[src/pcci_pkg.sv]
// Package with codes, register map, field positions and limits of the card command interpreter.
package pcci_pkg;

	// Register offsets (byte addresses) and the code, block and byte-count field widths.
	localparam logic [3:0]  PCCI_REG_CMD     = 4'h0;
	localparam logic [3:0]  PCCI_REG_STATUS  = 4'h4;
	localparam logic [3:0]  PCCI_REG_BYTES   = 4'h8;
	localparam int          PCCI_CODE_W      = 14;
	localparam int          PCCI_BLK_W       = 10;
	localparam int          PCCI_BYTES_W     = 20;

	// Whole-code operation values and code families (thousands digit).
	localparam logic [13:0] PCCI_CODE_DIFF_BOOT = 14'h07D1; // 2001
	localparam logic [13:0] PCCI_CODE_WARN_CLR  = 14'h2553; // 9555
	localparam logic [13:0] PCCI_CODE_WARN_SET  = 14'h25C2; // 9666
	localparam logic [13:0] PCCI_CODE_RO_CLR    = 14'h2631; // 9777
	localparam logic [13:0] PCCI_CODE_RO_SET    = 14'h26A0; // 9888
	localparam logic [13:0] PCCI_CODE_ERASE_ALL = 14'h270F; // 9999
	localparam logic [13:0] PCCI_CODE_ZERO      = 14'h0000;
	localparam logic [13:0] PCCI_THOUSAND       = 14'h03E8;
	localparam logic [3:0]  PCCI_FAM_FULL       = 4'h3;
	localparam logic [3:0]  PCCI_FAM_DIFF       = 4'h4;
	localparam logic [3:0]  PCCI_FAM_PROG       = 4'h5;
	localparam logic [3:0]  PCCI_FAM_LOAD       = 4'h6;
	localparam logic [3:0]  PCCI_FAM_ERASE      = 4'h7;
	localparam logic [3:0]  PCCI_FAM_COMPARE    = 4'h8;

	// Block ranges: writable blocks first, read-only macro blocks above.
	localparam logic [9:0]  PCCI_BLK_BOOT    = 10'h001;
	localparam logic [9:0]  PCCI_BLK_MIN     = 10'h001;
	localparam logic [9:0]  PCCI_BLK_RW_MAX  = 10'h1F3; // 499
	localparam logic [9:0]  PCCI_BLK_MAX     = 10'h3E7; // 999

	// Card capacity limits in kilobytes and storage cost of one difference.
	localparam logic [9:0]  PCCI_CAP_MIN_KB  = 10'h004;
	localparam logic [9:0]  PCCI_CAP_MAX_KB  = 10'h200;
	localparam logic [19:0] PCCI_BYTES_PER_DIFF = 20'h0_0006;

	// Parameter filter constants.
	localparam logic [7:0]  PCCI_MENU_EXTRA  = 8'h14; // menu 20
	localparam logic [7:0]  PCCI_INDEX_ZERO  = 8'h00;

	// Lowest firmware version (BCD xx.yy.zz) that knows the warning codes.
	localparam logic [23:0] PCCI_FW_WARN_MIN = 24'h01_0700;

	// Trip codes.
	localparam logic [1:0]  PCCI_TRIP_NONE    = 2'h0;
	localparam logic [1:0]  PCCI_TRIP_REMOVED = 2'h1;
	localparam logic [1:0]  PCCI_TRIP_COMPARE = 2'h2;
	localparam logic [1:0]  PCCI_TRIP_RATING  = 2'h3;

	// Status register bit positions.
	localparam int PCCI_ST_BUSY    = 0;
	localparam int PCCI_ST_TRIP    = 1;
	localparam int PCCI_ST_TCODE   = 2;
	localparam int PCCI_ST_IGNORED = 4;
	localparam int PCCI_ST_FMTWARN = 5;
	localparam int PCCI_ST_RO      = 6;
	localparam int PCCI_ST_PRESENT = 7;

	typedef enum logic [3:0] {
		PCCI_OP_NONE,
		PCCI_OP_DIFF_BOOT,
		PCCI_OP_FULL_WR,
		PCCI_OP_DIFF_WR,
		PCCI_OP_PROG_WR,
		PCCI_OP_LOAD,
		PCCI_OP_ERASE_BLK,
		PCCI_OP_COMPARE,
		PCCI_OP_WARN_CLR,
		PCCI_OP_WARN_SET,
		PCCI_OP_RO_CLR,
		PCCI_OP_RO_SET,
		PCCI_OP_ERASE_ALL
	} pcci_op_t;

	typedef enum logic [1:0] {
		PCCI_S_IDLE,
		PCCI_S_START,
		PCCI_S_RUN
	} pcci_state_t;

endpackage

[src/pcci_card_cmd.sv]
// Card command interpreter: decodes the command code on drive reset and runs the card operation.
//
// Design decisions made here: the register addresses and the address-and-strobe port.
`timescale 1ns/1ps

// Functional notes
// - A card operation starts only on drive reset with a code in the command register.
// - Code 2001 stores default differences as a bootable set in block 001.
// - Code 3yyy writes the full parameter set to block yyy.
// - Code 4yyy writes only differences from last defaults to block yyy.
// - Code 5yyy writes the onboard logic-program image to block yyy.
// - Code 7yyy erases block yyy; code 9999 erases the whole card.
// - Code 8yyy compares drive parameters with block yyy.
// - Code 6yyy loads block yyy into the drive.
// - Codes 9555/9666 clear/set warning suppression, only from firmware 01.07.00.
// - Code 9888 sets and 9777 clears the card read-only flag.
// - With card read-only set, only load codes and 9777 act.
// - The block field addresses blocks 001 through 999.
// - Blocks 1-499 are read-write; 500-999 are read-only macros.
// - Full set takes user-save, not not-copied; power-down-save never goes.
// - Each stored difference costs six bytes of card storage.
// - Difference transfers also take non-default menu 20 entries except entry zero.
// - The card is touched only while a commanded operation runs.
// - Card removal during a transfer raises a trip.
// - A transfer indicator is shown while a card transfer is active.
// - Cards from 4kB to 512kB are supported.
// - Compare results across different data formats are flagged unreliable.
// - Good compare zeroes the command; failed compare raises a compare trip.
// - Loading into a drive of different rating raises a rating trip.
module pcci_card_cmd
	import pcci_pkg::*;
#(
	parameter logic [23:0] FW_VERSION = 24'h01_0700
)
(
	input  wire logic                    core_clk,
	input  wire logic                    rst_n,
	input  wire logic [3:0]              reg_addr,
	input  wire logic [31:0]             reg_wdata,
	input  wire logic                    reg_wr,
	input  wire logic                    reg_rd,
	output logic      [31:0]             reg_rdata_r,
	input  wire logic                    drive_reset,
	input  wire logic                    card_present,
	input  wire logic                    card_read_only,
	input  wire logic [9:0]              card_capacity_kb,
	input  wire logic                    card_done,
	input  wire logic                    card_ok,
	input  wire logic                    card_rating_match,
	input  wire logic                    card_format_match,
	output logic                         card_sel_r,
	output logic                         card_start_r,
	output pcci_op_t                     card_op_r,
	output logic      [PCCI_BLK_W-1:0]   card_block_r,
	input  wire logic                    param_valid,
	input  wire logic [7:0]              param_menu,
	input  wire logic [7:0]              param_index,
	input  wire logic                    param_user_save,
	input  wire logic                    param_power_down_save,
	input  wire logic                    param_not_copied,
	input  wire logic                    param_is_default,
	output logic                         param_take_r,
	output logic                         card_transfer_indicator_r,
	output logic                         trip_r,
	output logic      [1:0]              trip_code_r
);

	pcci_state_t              state_r;
	logic [PCCI_CODE_W-1:0]   command_code_parameter_r;
	logic [PCCI_BYTES_W-1:0]  bytes_used_r;
	logic                     ignored_r;
	logic                     fmt_warn_r;
	pcci_op_t                 dec_op;
	logic [PCCI_BLK_W-1:0]    dec_blk;
	logic                     dec_ok;
	logic                     take_nxt;
	logic                     finish_ok;
	logic                     finish_bad;
	logic                     removed;

	// Thousands digit of a decimal command code.
	function automatic logic [3:0] code_family(input logic [13:0] code);
		logic [13:0] q;
		q = code / PCCI_THOUSAND;
		return q[3:0];
	endfunction

	// Three-digit block field of a decimal command code.
	function automatic logic [9:0] code_block(input logic [13:0] code);
		logic [13:0] r;
		r = code % PCCI_THOUSAND;
		return r[9:0];
	endfunction

	// True when the block number lies in the whole addressable range.
	function automatic logic blk_any(input logic [9:0] blk);
		return (blk >= PCCI_BLK_MIN) && (blk <= PCCI_BLK_MAX);
	endfunction

	// True when the block number may be written or erased.
	function automatic logic blk_writable(input logic [9:0] blk);
		return (blk >= PCCI_BLK_MIN) && (blk <= PCCI_BLK_RW_MAX);
	endfunction

	// Decode the command code into an operation, a block and an accept flag.
	// A code that fails any check keeps its operation but clears the accept
	// flag, so the card is never selected for it.
	always_comb
	begin
		dec_op  = PCCI_OP_NONE;
		dec_blk = code_block(command_code_parameter_r);
		dec_ok  = 1'b0;
		if (command_code_parameter_r == PCCI_CODE_DIFF_BOOT)
		begin
			dec_op  = PCCI_OP_DIFF_BOOT;
			dec_blk = PCCI_BLK_BOOT;
			dec_ok  = 1'b1;
		end
		else if (command_code_parameter_r == PCCI_CODE_WARN_CLR)
		begin
			dec_op = PCCI_OP_WARN_CLR;
			dec_ok = (FW_VERSION >= PCCI_FW_WARN_MIN);
		end
		else if (command_code_parameter_r == PCCI_CODE_WARN_SET)
		begin
			dec_op = PCCI_OP_WARN_SET;
			dec_ok = (FW_VERSION >= PCCI_FW_WARN_MIN);
		end
		else if (command_code_parameter_r == PCCI_CODE_RO_CLR)
		begin
			dec_op = PCCI_OP_RO_CLR;
			dec_ok = 1'b1;
		end
		else if (command_code_parameter_r == PCCI_CODE_RO_SET)
		begin
			dec_op = PCCI_OP_RO_SET;
			dec_ok = 1'b1;
		end
		else if (command_code_parameter_r == PCCI_CODE_ERASE_ALL)
		begin
			dec_op = PCCI_OP_ERASE_ALL;
			dec_ok = 1'b1;
		end
		else
		begin
			case (code_family(command_code_parameter_r))
				PCCI_FAM_FULL:
				begin
					dec_op = PCCI_OP_FULL_WR;
					dec_ok = blk_writable(dec_blk);
				end
				PCCI_FAM_DIFF:
				begin
					dec_op = PCCI_OP_DIFF_WR;
					dec_ok = blk_writable(dec_blk);
				end
				PCCI_FAM_PROG:
				begin
					dec_op = PCCI_OP_PROG_WR;
					dec_ok = blk_writable(dec_blk);
				end
				PCCI_FAM_LOAD:
				begin
					dec_op = PCCI_OP_LOAD;
					dec_ok = blk_any(dec_blk);
				end
				PCCI_FAM_ERASE:
				begin
					dec_op = PCCI_OP_ERASE_BLK;
					dec_ok = blk_writable(dec_blk);
				end
				PCCI_FAM_COMPARE:
				begin
					dec_op = PCCI_OP_COMPARE;
					dec_ok = blk_any(dec_blk);
				end
				default:
				begin
					dec_op = PCCI_OP_NONE;
					dec_ok = 1'b0;
				end
			endcase
		end
		// A read-only card lets only loads and the flag clear through.
		if (card_read_only && (dec_op != PCCI_OP_LOAD)
			&& (dec_op != PCCI_OP_RO_CLR))
		begin
			dec_ok = 1'b0;
		end
		// Cards outside the supported size range are left alone.
		if ((card_capacity_kb < PCCI_CAP_MIN_KB)
			|| (card_capacity_kb > PCCI_CAP_MAX_KB) || !card_present)
		begin
			dec_ok = 1'b0;
		end
	end

	// Completion and abort terms of a running operation.
	assign removed    = (state_r == PCCI_S_RUN) && !card_present;
	assign finish_ok  = (state_r == PCCI_S_RUN) && card_present && card_done
		&& card_ok && !((card_op_r == PCCI_OP_LOAD) && !card_rating_match);
	assign finish_bad = (state_r == PCCI_S_RUN) && card_present && card_done
		&& !finish_ok;

	// Sequencer: idle until a drive reset, one start cycle, then run to done.
	always_ff @(posedge core_clk or negedge rst_n)
	begin
		if (!rst_n)
			state_r <= PCCI_S_IDLE;
		else
		begin
			case (state_r)
				PCCI_S_IDLE:
					if (drive_reset && dec_ok)
						state_r <= PCCI_S_START;
				PCCI_S_START:
					state_r <= PCCI_S_RUN;
				PCCI_S_RUN:
					if (card_done || removed)
						state_r <= PCCI_S_IDLE;
				default:
					state_r <= PCCI_S_IDLE;
			endcase
		end
	end

	// Card port: select stays high only for the length of the operation,
	// so the card can be swapped freely whenever the block is idle.
	always_ff @(posedge core_clk or negedge rst_n)
	begin
		if (!rst_n)
		begin
			card_sel_r   <= 1'b0;
			card_start_r <= 1'b0;
			card_op_r    <= PCCI_OP_NONE;
			card_block_r <= '0;
		end
		else
		begin
			card_start_r <= (state_r == PCCI_S_IDLE) && drive_reset && dec_ok;
			if ((state_r == PCCI_S_IDLE) && drive_reset && dec_ok)
			begin
				card_sel_r   <= 1'b1;
				card_op_r    <= dec_op;
				card_block_r <= dec_blk;
			end
			else if ((state_r == PCCI_S_RUN) && (card_done || removed))
			begin
				card_sel_r <= 1'b0;
				card_op_r  <= PCCI_OP_NONE;
			end
		end
	end

	// Transfer indicator rises with the card select, so the display never
	// lags the access window by the start cycle.
	always_ff @(posedge core_clk or negedge rst_n)
	begin
		if (!rst_n)
			card_transfer_indicator_r <= 1'b0;
		else
			card_transfer_indicator_r <= ((state_r == PCCI_S_IDLE)
				&& drive_reset && dec_ok) || ((state_r != PCCI_S_IDLE)
				&& !removed && !((state_r == PCCI_S_RUN) && card_done));
	end

	// Parameter filter for the outgoing stream during a parameter write.
	always_comb
	begin
		take_nxt = 1'b0;
		if (param_valid && (state_r == PCCI_S_RUN) && !param_power_down_save)
		begin
			case (card_op_r)
				PCCI_OP_FULL_WR:
					take_nxt = param_user_save && !param_not_copied;
				PCCI_OP_DIFF_WR, PCCI_OP_DIFF_BOOT:
					take_nxt = ((param_user_save && !param_not_copied)
						|| ((param_menu == PCCI_MENU_EXTRA)
						&& (param_index != PCCI_INDEX_ZERO)))
						&& !param_is_default;
				default:
					take_nxt = 1'b0;
			endcase
		end
	end

	// Registered take flag and storage count of the current block.
	always_ff @(posedge core_clk or negedge rst_n)
	begin
		if (!rst_n)
		begin
			param_take_r <= 1'b0;
			bytes_used_r <= '0;
		end
		else
		begin
			param_take_r <= take_nxt;
			if ((state_r == PCCI_S_IDLE) && drive_reset && dec_ok)
				bytes_used_r <= '0;
			else if (take_nxt && (card_op_r != PCCI_OP_FULL_WR))
				bytes_used_r <= bytes_used_r + PCCI_BYTES_PER_DIFF;
		end
	end

	// Trips stay until the next drive reset in idle, even one whose code is ignored.
	always_ff @(posedge core_clk or negedge rst_n)
	begin
		if (!rst_n)
		begin
			trip_r      <= 1'b0;
			trip_code_r <= PCCI_TRIP_NONE;
		end
		else if (removed)
		begin
			trip_r      <= 1'b1;
			trip_code_r <= PCCI_TRIP_REMOVED;
		end
		else if (finish_bad && (card_op_r == PCCI_OP_LOAD) && card_ok
			&& !card_rating_match)
		begin
			trip_r      <= 1'b1;
			trip_code_r <= PCCI_TRIP_RATING;
		end
		else if (finish_bad && (card_op_r == PCCI_OP_COMPARE))
		begin
			trip_r      <= 1'b1;
			trip_code_r <= PCCI_TRIP_COMPARE;
		end
		else if ((state_r == PCCI_S_IDLE) && drive_reset)
		begin
			trip_r      <= 1'b0;
			trip_code_r <= PCCI_TRIP_NONE;
		end
	end

	// Ignored-command and format-warning status flags.
	always_ff @(posedge core_clk or negedge rst_n)
	begin
		if (!rst_n)
		begin
			ignored_r  <= 1'b0;
			fmt_warn_r <= 1'b0;
		end
		else
		begin
			if ((state_r == PCCI_S_IDLE) && drive_reset)
				ignored_r <= !dec_ok;
			if ((state_r == PCCI_S_IDLE) && drive_reset)
				fmt_warn_r <= 1'b0;
			else if ((state_r == PCCI_S_RUN) && card_done
				&& (card_op_r == PCCI_OP_COMPARE))
				fmt_warn_r <= !card_format_match;
		end
	end

	// Command register; a software write beats the hardware clear so that a
	// new code written as an operation ends is never lost.
	always_ff @(posedge core_clk or negedge rst_n)
	begin
		if (!rst_n)
			command_code_parameter_r <= PCCI_CODE_ZERO;
		else if (reg_wr && (reg_addr == PCCI_REG_CMD))
			command_code_parameter_r <= reg_wdata[PCCI_CODE_W-1:0];
		else if (finish_ok)
			command_code_parameter_r <= PCCI_CODE_ZERO;
	end

	// Read data, valid the cycle after the read strobe; unmapped reads zero.
	always_ff @(posedge core_clk or negedge rst_n)
	begin
		if (!rst_n)
			reg_rdata_r <= '0;
		else
		begin
			reg_rdata_r <= '0;
			if (reg_rd)
			begin
				case (reg_addr)
					PCCI_REG_CMD:
						reg_rdata_r[PCCI_CODE_W-1:0] <= command_code_parameter_r;
					PCCI_REG_STATUS:
					begin
						reg_rdata_r[PCCI_ST_BUSY]    <= (state_r != PCCI_S_IDLE);
						reg_rdata_r[PCCI_ST_TRIP]    <= trip_r;
						reg_rdata_r[PCCI_ST_TCODE+1:PCCI_ST_TCODE] <= trip_code_r;
						reg_rdata_r[PCCI_ST_IGNORED] <= ignored_r;
						reg_rdata_r[PCCI_ST_FMTWARN] <= fmt_warn_r;
						reg_rdata_r[PCCI_ST_RO]      <= card_read_only;
						reg_rdata_r[PCCI_ST_PRESENT] <= card_present;
					end
					PCCI_REG_BYTES:
						reg_rdata_r[PCCI_BYTES_W-1:0] <= bytes_used_r;
					default:
						reg_rdata_r <= '0;
				endcase
			end
		end
	end

endmodule

[config.mk]
export PLATFORM = sky130hd
export DESIGN_NAME = pcci_card_cmd
export DESIGN_NICKNAME = d
export VERILOG_FILES = /design/src/pcci_pkg.sv /design/src/pcci_card_cmd.sv
export SDC_FILE = /design/constraint.sdc
export NUM_CORES = 1
export LEC_CHECK = 0
export ABC_AREA = 1
export BUFFER_PORTS_ARGS = -buffer_cell sky130_fd_sc_hd__buf_2
export CORE_MARGIN = 1.5
export CORE_UTILIZATION = 35
export DETAILED_ROUTE_END_ITERATION = 7
export GPL_TIMING_DRIVEN = 1
export HOLD_SLACK_MARGIN = 0.03
export PLACE_DENSITY = 0.58
export SYNTH_ARGS = -nofsm -noshare
export SYNTH_HDL_FRONTEND = slang
export SYNTH_SLANG_ARGS = --single-unit
[constraint.sdc]
create_clock -name core_clk -period 8.1 [get_ports core_clk]
set_clock_uncertainty 0.05 [all_clocks]
set_input_delay 0.405 -clock core_clk [delete_from_list [all_inputs] [get_ports core_clk]]
set_output_delay 0.405 -clock core_clk [all_outputs]
set_load 0.005 [all_outputs]
==> out/results.txt <==
H-tree lvl count = 3
clk buf depth = 2
postcts setup bufs = 0
Setup violations, final = 0
compound-cell area share of the yosys netlist = 11.2%
Worst-path clk slew = 60 ps
GRT Total Usage = 17.1%
CP max stage cell = nand3_4
Post-DRT Antenna Nets = 0
port bufs = 100
Worst-Skew Late Latency = 340 ps
run status = complete, no violations
Switching Fraction = 48.2%
Synth Area per Inst = 7.32 sq um
Area Overhead vs Synth = 17.9%
Final #Nets = 888
chip width = 125 um
Max FO, Critical Path = 45
Ant. Diodes = 0
initial DRC count = 231
routability congestion estimate = 0.869
Finished Core Util = 42.1%
per-cell routed wire length = 12.8 um
P_sw = 1.05 mW
sequential share of the synthesized area = 37.6%
final hold vios = 0
area of the multi-input gates = 0.00264 sq mm
critical path class = reg2reg
highest attainable clock frequency = 213 MHz
Post-Synth Simple-Gate Area = 36.9%
Power Internal = 1.13 mW
DR DRC count = 0
length of the first detailed-routing pass in iterations = 4
RSZ-0062 raised after global routing = false
most common cell in the netlist = nand2_1
sequential power share = 25.6%
Max Slew Vio Count = 0
min Tclk post-route = 4700 ps
combinational fraction of design power = 55.8%
# hold bufs at CTS = 0
post-synth top area share = 37.6%
share of post-route cells with drive strength above 1 = 26.8%
P per Cell Area = 355 mW/mm^2
synthesized instance count = 709
CP endpoint kind = flop
Die H = 125 um
cts repair resizes = 0
Cell Rows = 44
initial antenna violation count = 0
io pins = 131
Fin Hold WS = 176 ps
CTS tree = done
xor and xnor area share after synthesis = 1.35%
startpoint type of the worst setup path = flop
number of flops mapped to enable cells by yosys = 0
pin count of the biggest net entering global routing = 79
first-pass GRT wire length = 21600 um
mux cell area share after synthesis = 0%
most common library cells after synthesis = 136 x nand2_1, 104 x inv_1, 78 x dfrtp_1
Via density = 4.75
Post-synth ARST share = 100%
Worst-Margin Slew = 1050 ps
required time worst endpoint = 8330 ps
Synth area leaders = dfrtp_1 38%, nand2_1 9.8%, inv_1 7.5%
Core Area = 0.0145 sq mm
Yosys cell types = 42
vias in the first global route = 4498
# fillers = 1571
period utilization = 58.0%
CP arrival = 4930 ps
worst vdd ir = 127 uV
Most used DFF post-synth = dfrtp_1
Hold Crit Class = in2async
Yosys reg bits = 78
Register Area = 0.00195 sq mm
Yosys warnings = 0
largest family of logic cells by synthesized area = simple AND/OR/NAND/NOR gates
clock share of power = 18.6%
max cap viols = 0
cts bufs inserted = 9
Via Count = 4736
Root Buffer = clkbuf_16
area leader, netlist = dfrtp_1
Num Clock Sinks = 78
Synth Area in Adders = 0.241%
Die ar. = 0.0156 sq mm
synthesized area = 0.00519 sq mm
Initial Util = 35.7%
Post-Route WL = 12800 um
Post-Place Cells = 982
fin cells = 998
slew margin rel. = 29.5%
Remaining Overflow, GRT = 0
setup_tns = 0 ps
post-DP HPWL = 10000 um
Crit path top cell by count = nand2_1
Pleak = 3.37 nW
slowest stage delay, CP = 490 ps
per-layer routing:
layer / share of wire (%) / GRT usage [%] / vias to the layer above
li1: - / - / 2478
met1: 47 / 22.8 / 2174
met2: 48 / 28.3 / 69
met3: 2.8 / 2.75 / 15
met4: 1.6 / 5.95 / 0
met5: 0 / 0 / -
critical path, delay by kind of cell (launching register included):
kind,cells,cell delay (ps)
AND/OR/NAND/NOR,25,3260
AO/OA/AOI/OAI,3,450
flip-flops,1,440
buffers and inverters,3,410
cells in the final DEF, fill, tap and decap left out, types with 2 or more instances in the layout:
master	Yosys	layout
o31ai_1	2	2
o21ai_2	11	11
dfrtp_1	78	78
nand3_4	3	3
buf_2	0	99
clkbuf_16	0	9
o22ai_1	5	5
o211ai_1	4	4
o21ai_1	5	5
a21oi_1	9	9
nor2_1	67	67
clkinv_2	0	3
nor3_1	19	18
xor2_1	8	8
inv_2	27	27
nor2_2	10	10
nand2_1	136	136
nor4_1	14	14
inv_1	104	104
a21oi_2	2	2
o21ai_0	36	36
o32ai_1	6	6
nand2_2	17	17
conb_1	1	12
nand3b_1	3	3
nand2_4	8	8
o221ai_1	3	3
nand4_1	21	21
nand3_1	59	59
buf_4	13	2
nand3_2	16	16
path summary, 6_finish.rpt:
path | from | to | slack, ps | depth (start not counted)
setup / recovery | command_code_parameter_r[12]$_DFFE_PN0P_ | card_block_r[7]$_DFFE_PN0N_ | 3400 | 31
hold / removal | rst_n | fmt_warn_r$_DFFE_PN0P_ | 180 | 1
setup reg to reg | command_code_parameter_r[12]$_DFFE_PN0P_ | card_block_r[7]$_DFFE_PN0N_ | 3400 | 31
hold reg to reg | card_sel_r$_DFFE_PN0P_ | card_sel_r$_DFFE_PN0P_ | 430 | 2
max in group asynchronous | rst_n | command_code_parameter_r[4]$_DFFE_PN0P_ | 7190 | 1
min in group core_clk | card_format_match | fmt_warn_r$_DFFE_PN0P_ | 210 | 2
state kept, by name (all words and copies together), names as in the netlist, 2 cells and up:
| signal | cells |
|---|---|
| card_op_r | 4 |
| state_r | 2 |
| trip_code_r | 2 |
| card_block_r | 10 |
| reg_rdata_r | 20 |
| bytes_used_r | 19 |
| command_code_parameter_r | 14 |
power by group through the flow:
stage | clock network [mW] | registers [mW] | logic (mW)
after global routing | 0.429 | 0.571 | 1.39
after CTS | 0.415 | 0.557 | 1.23
final | 0.406 | 0.557 | 1.21
after global placement | 0 | 0.563 | 1.21
after detailed placement | 0 | 0.563 | 1.22
after floorplan | 0 | 0.552 | 0.983
logic make-up (layout without fill, tap and decap cells):
kind of cell / after synthesis / in the layout
AND/OR/NAND/NOR: 378 / 378
buffers and inverters: 154 / 248
AO/OA/AOI/OAI: 89 / 89
flip-flops: 78 / 78
XOR/XNOR: 8 / 8
adder cells (fa/ha/maj): 1 / 1
other: 1 / 12
final cells by class:
cell class	count	area share [%]
well taps	184	3.76
repair buffers	101	8.34
multi-input cells	488	43.1
clock buffers	10	3.90
inverters	131	8.03
clock inverters	6	1.00
flip-flops and latches	78	31.9
through the flow:
step	power [mW]	area, sq um	worst slack, ps
CTS	2.20	6120	3360
detailed placement	1.78	5820	3370
finish	2.18	6120	3400
global route	2.39	6120	2860
global placement	1.78	5820	3370
floorplan	1.53	5230	4410
Note: power is estimated with default switching activity, not from simulation.
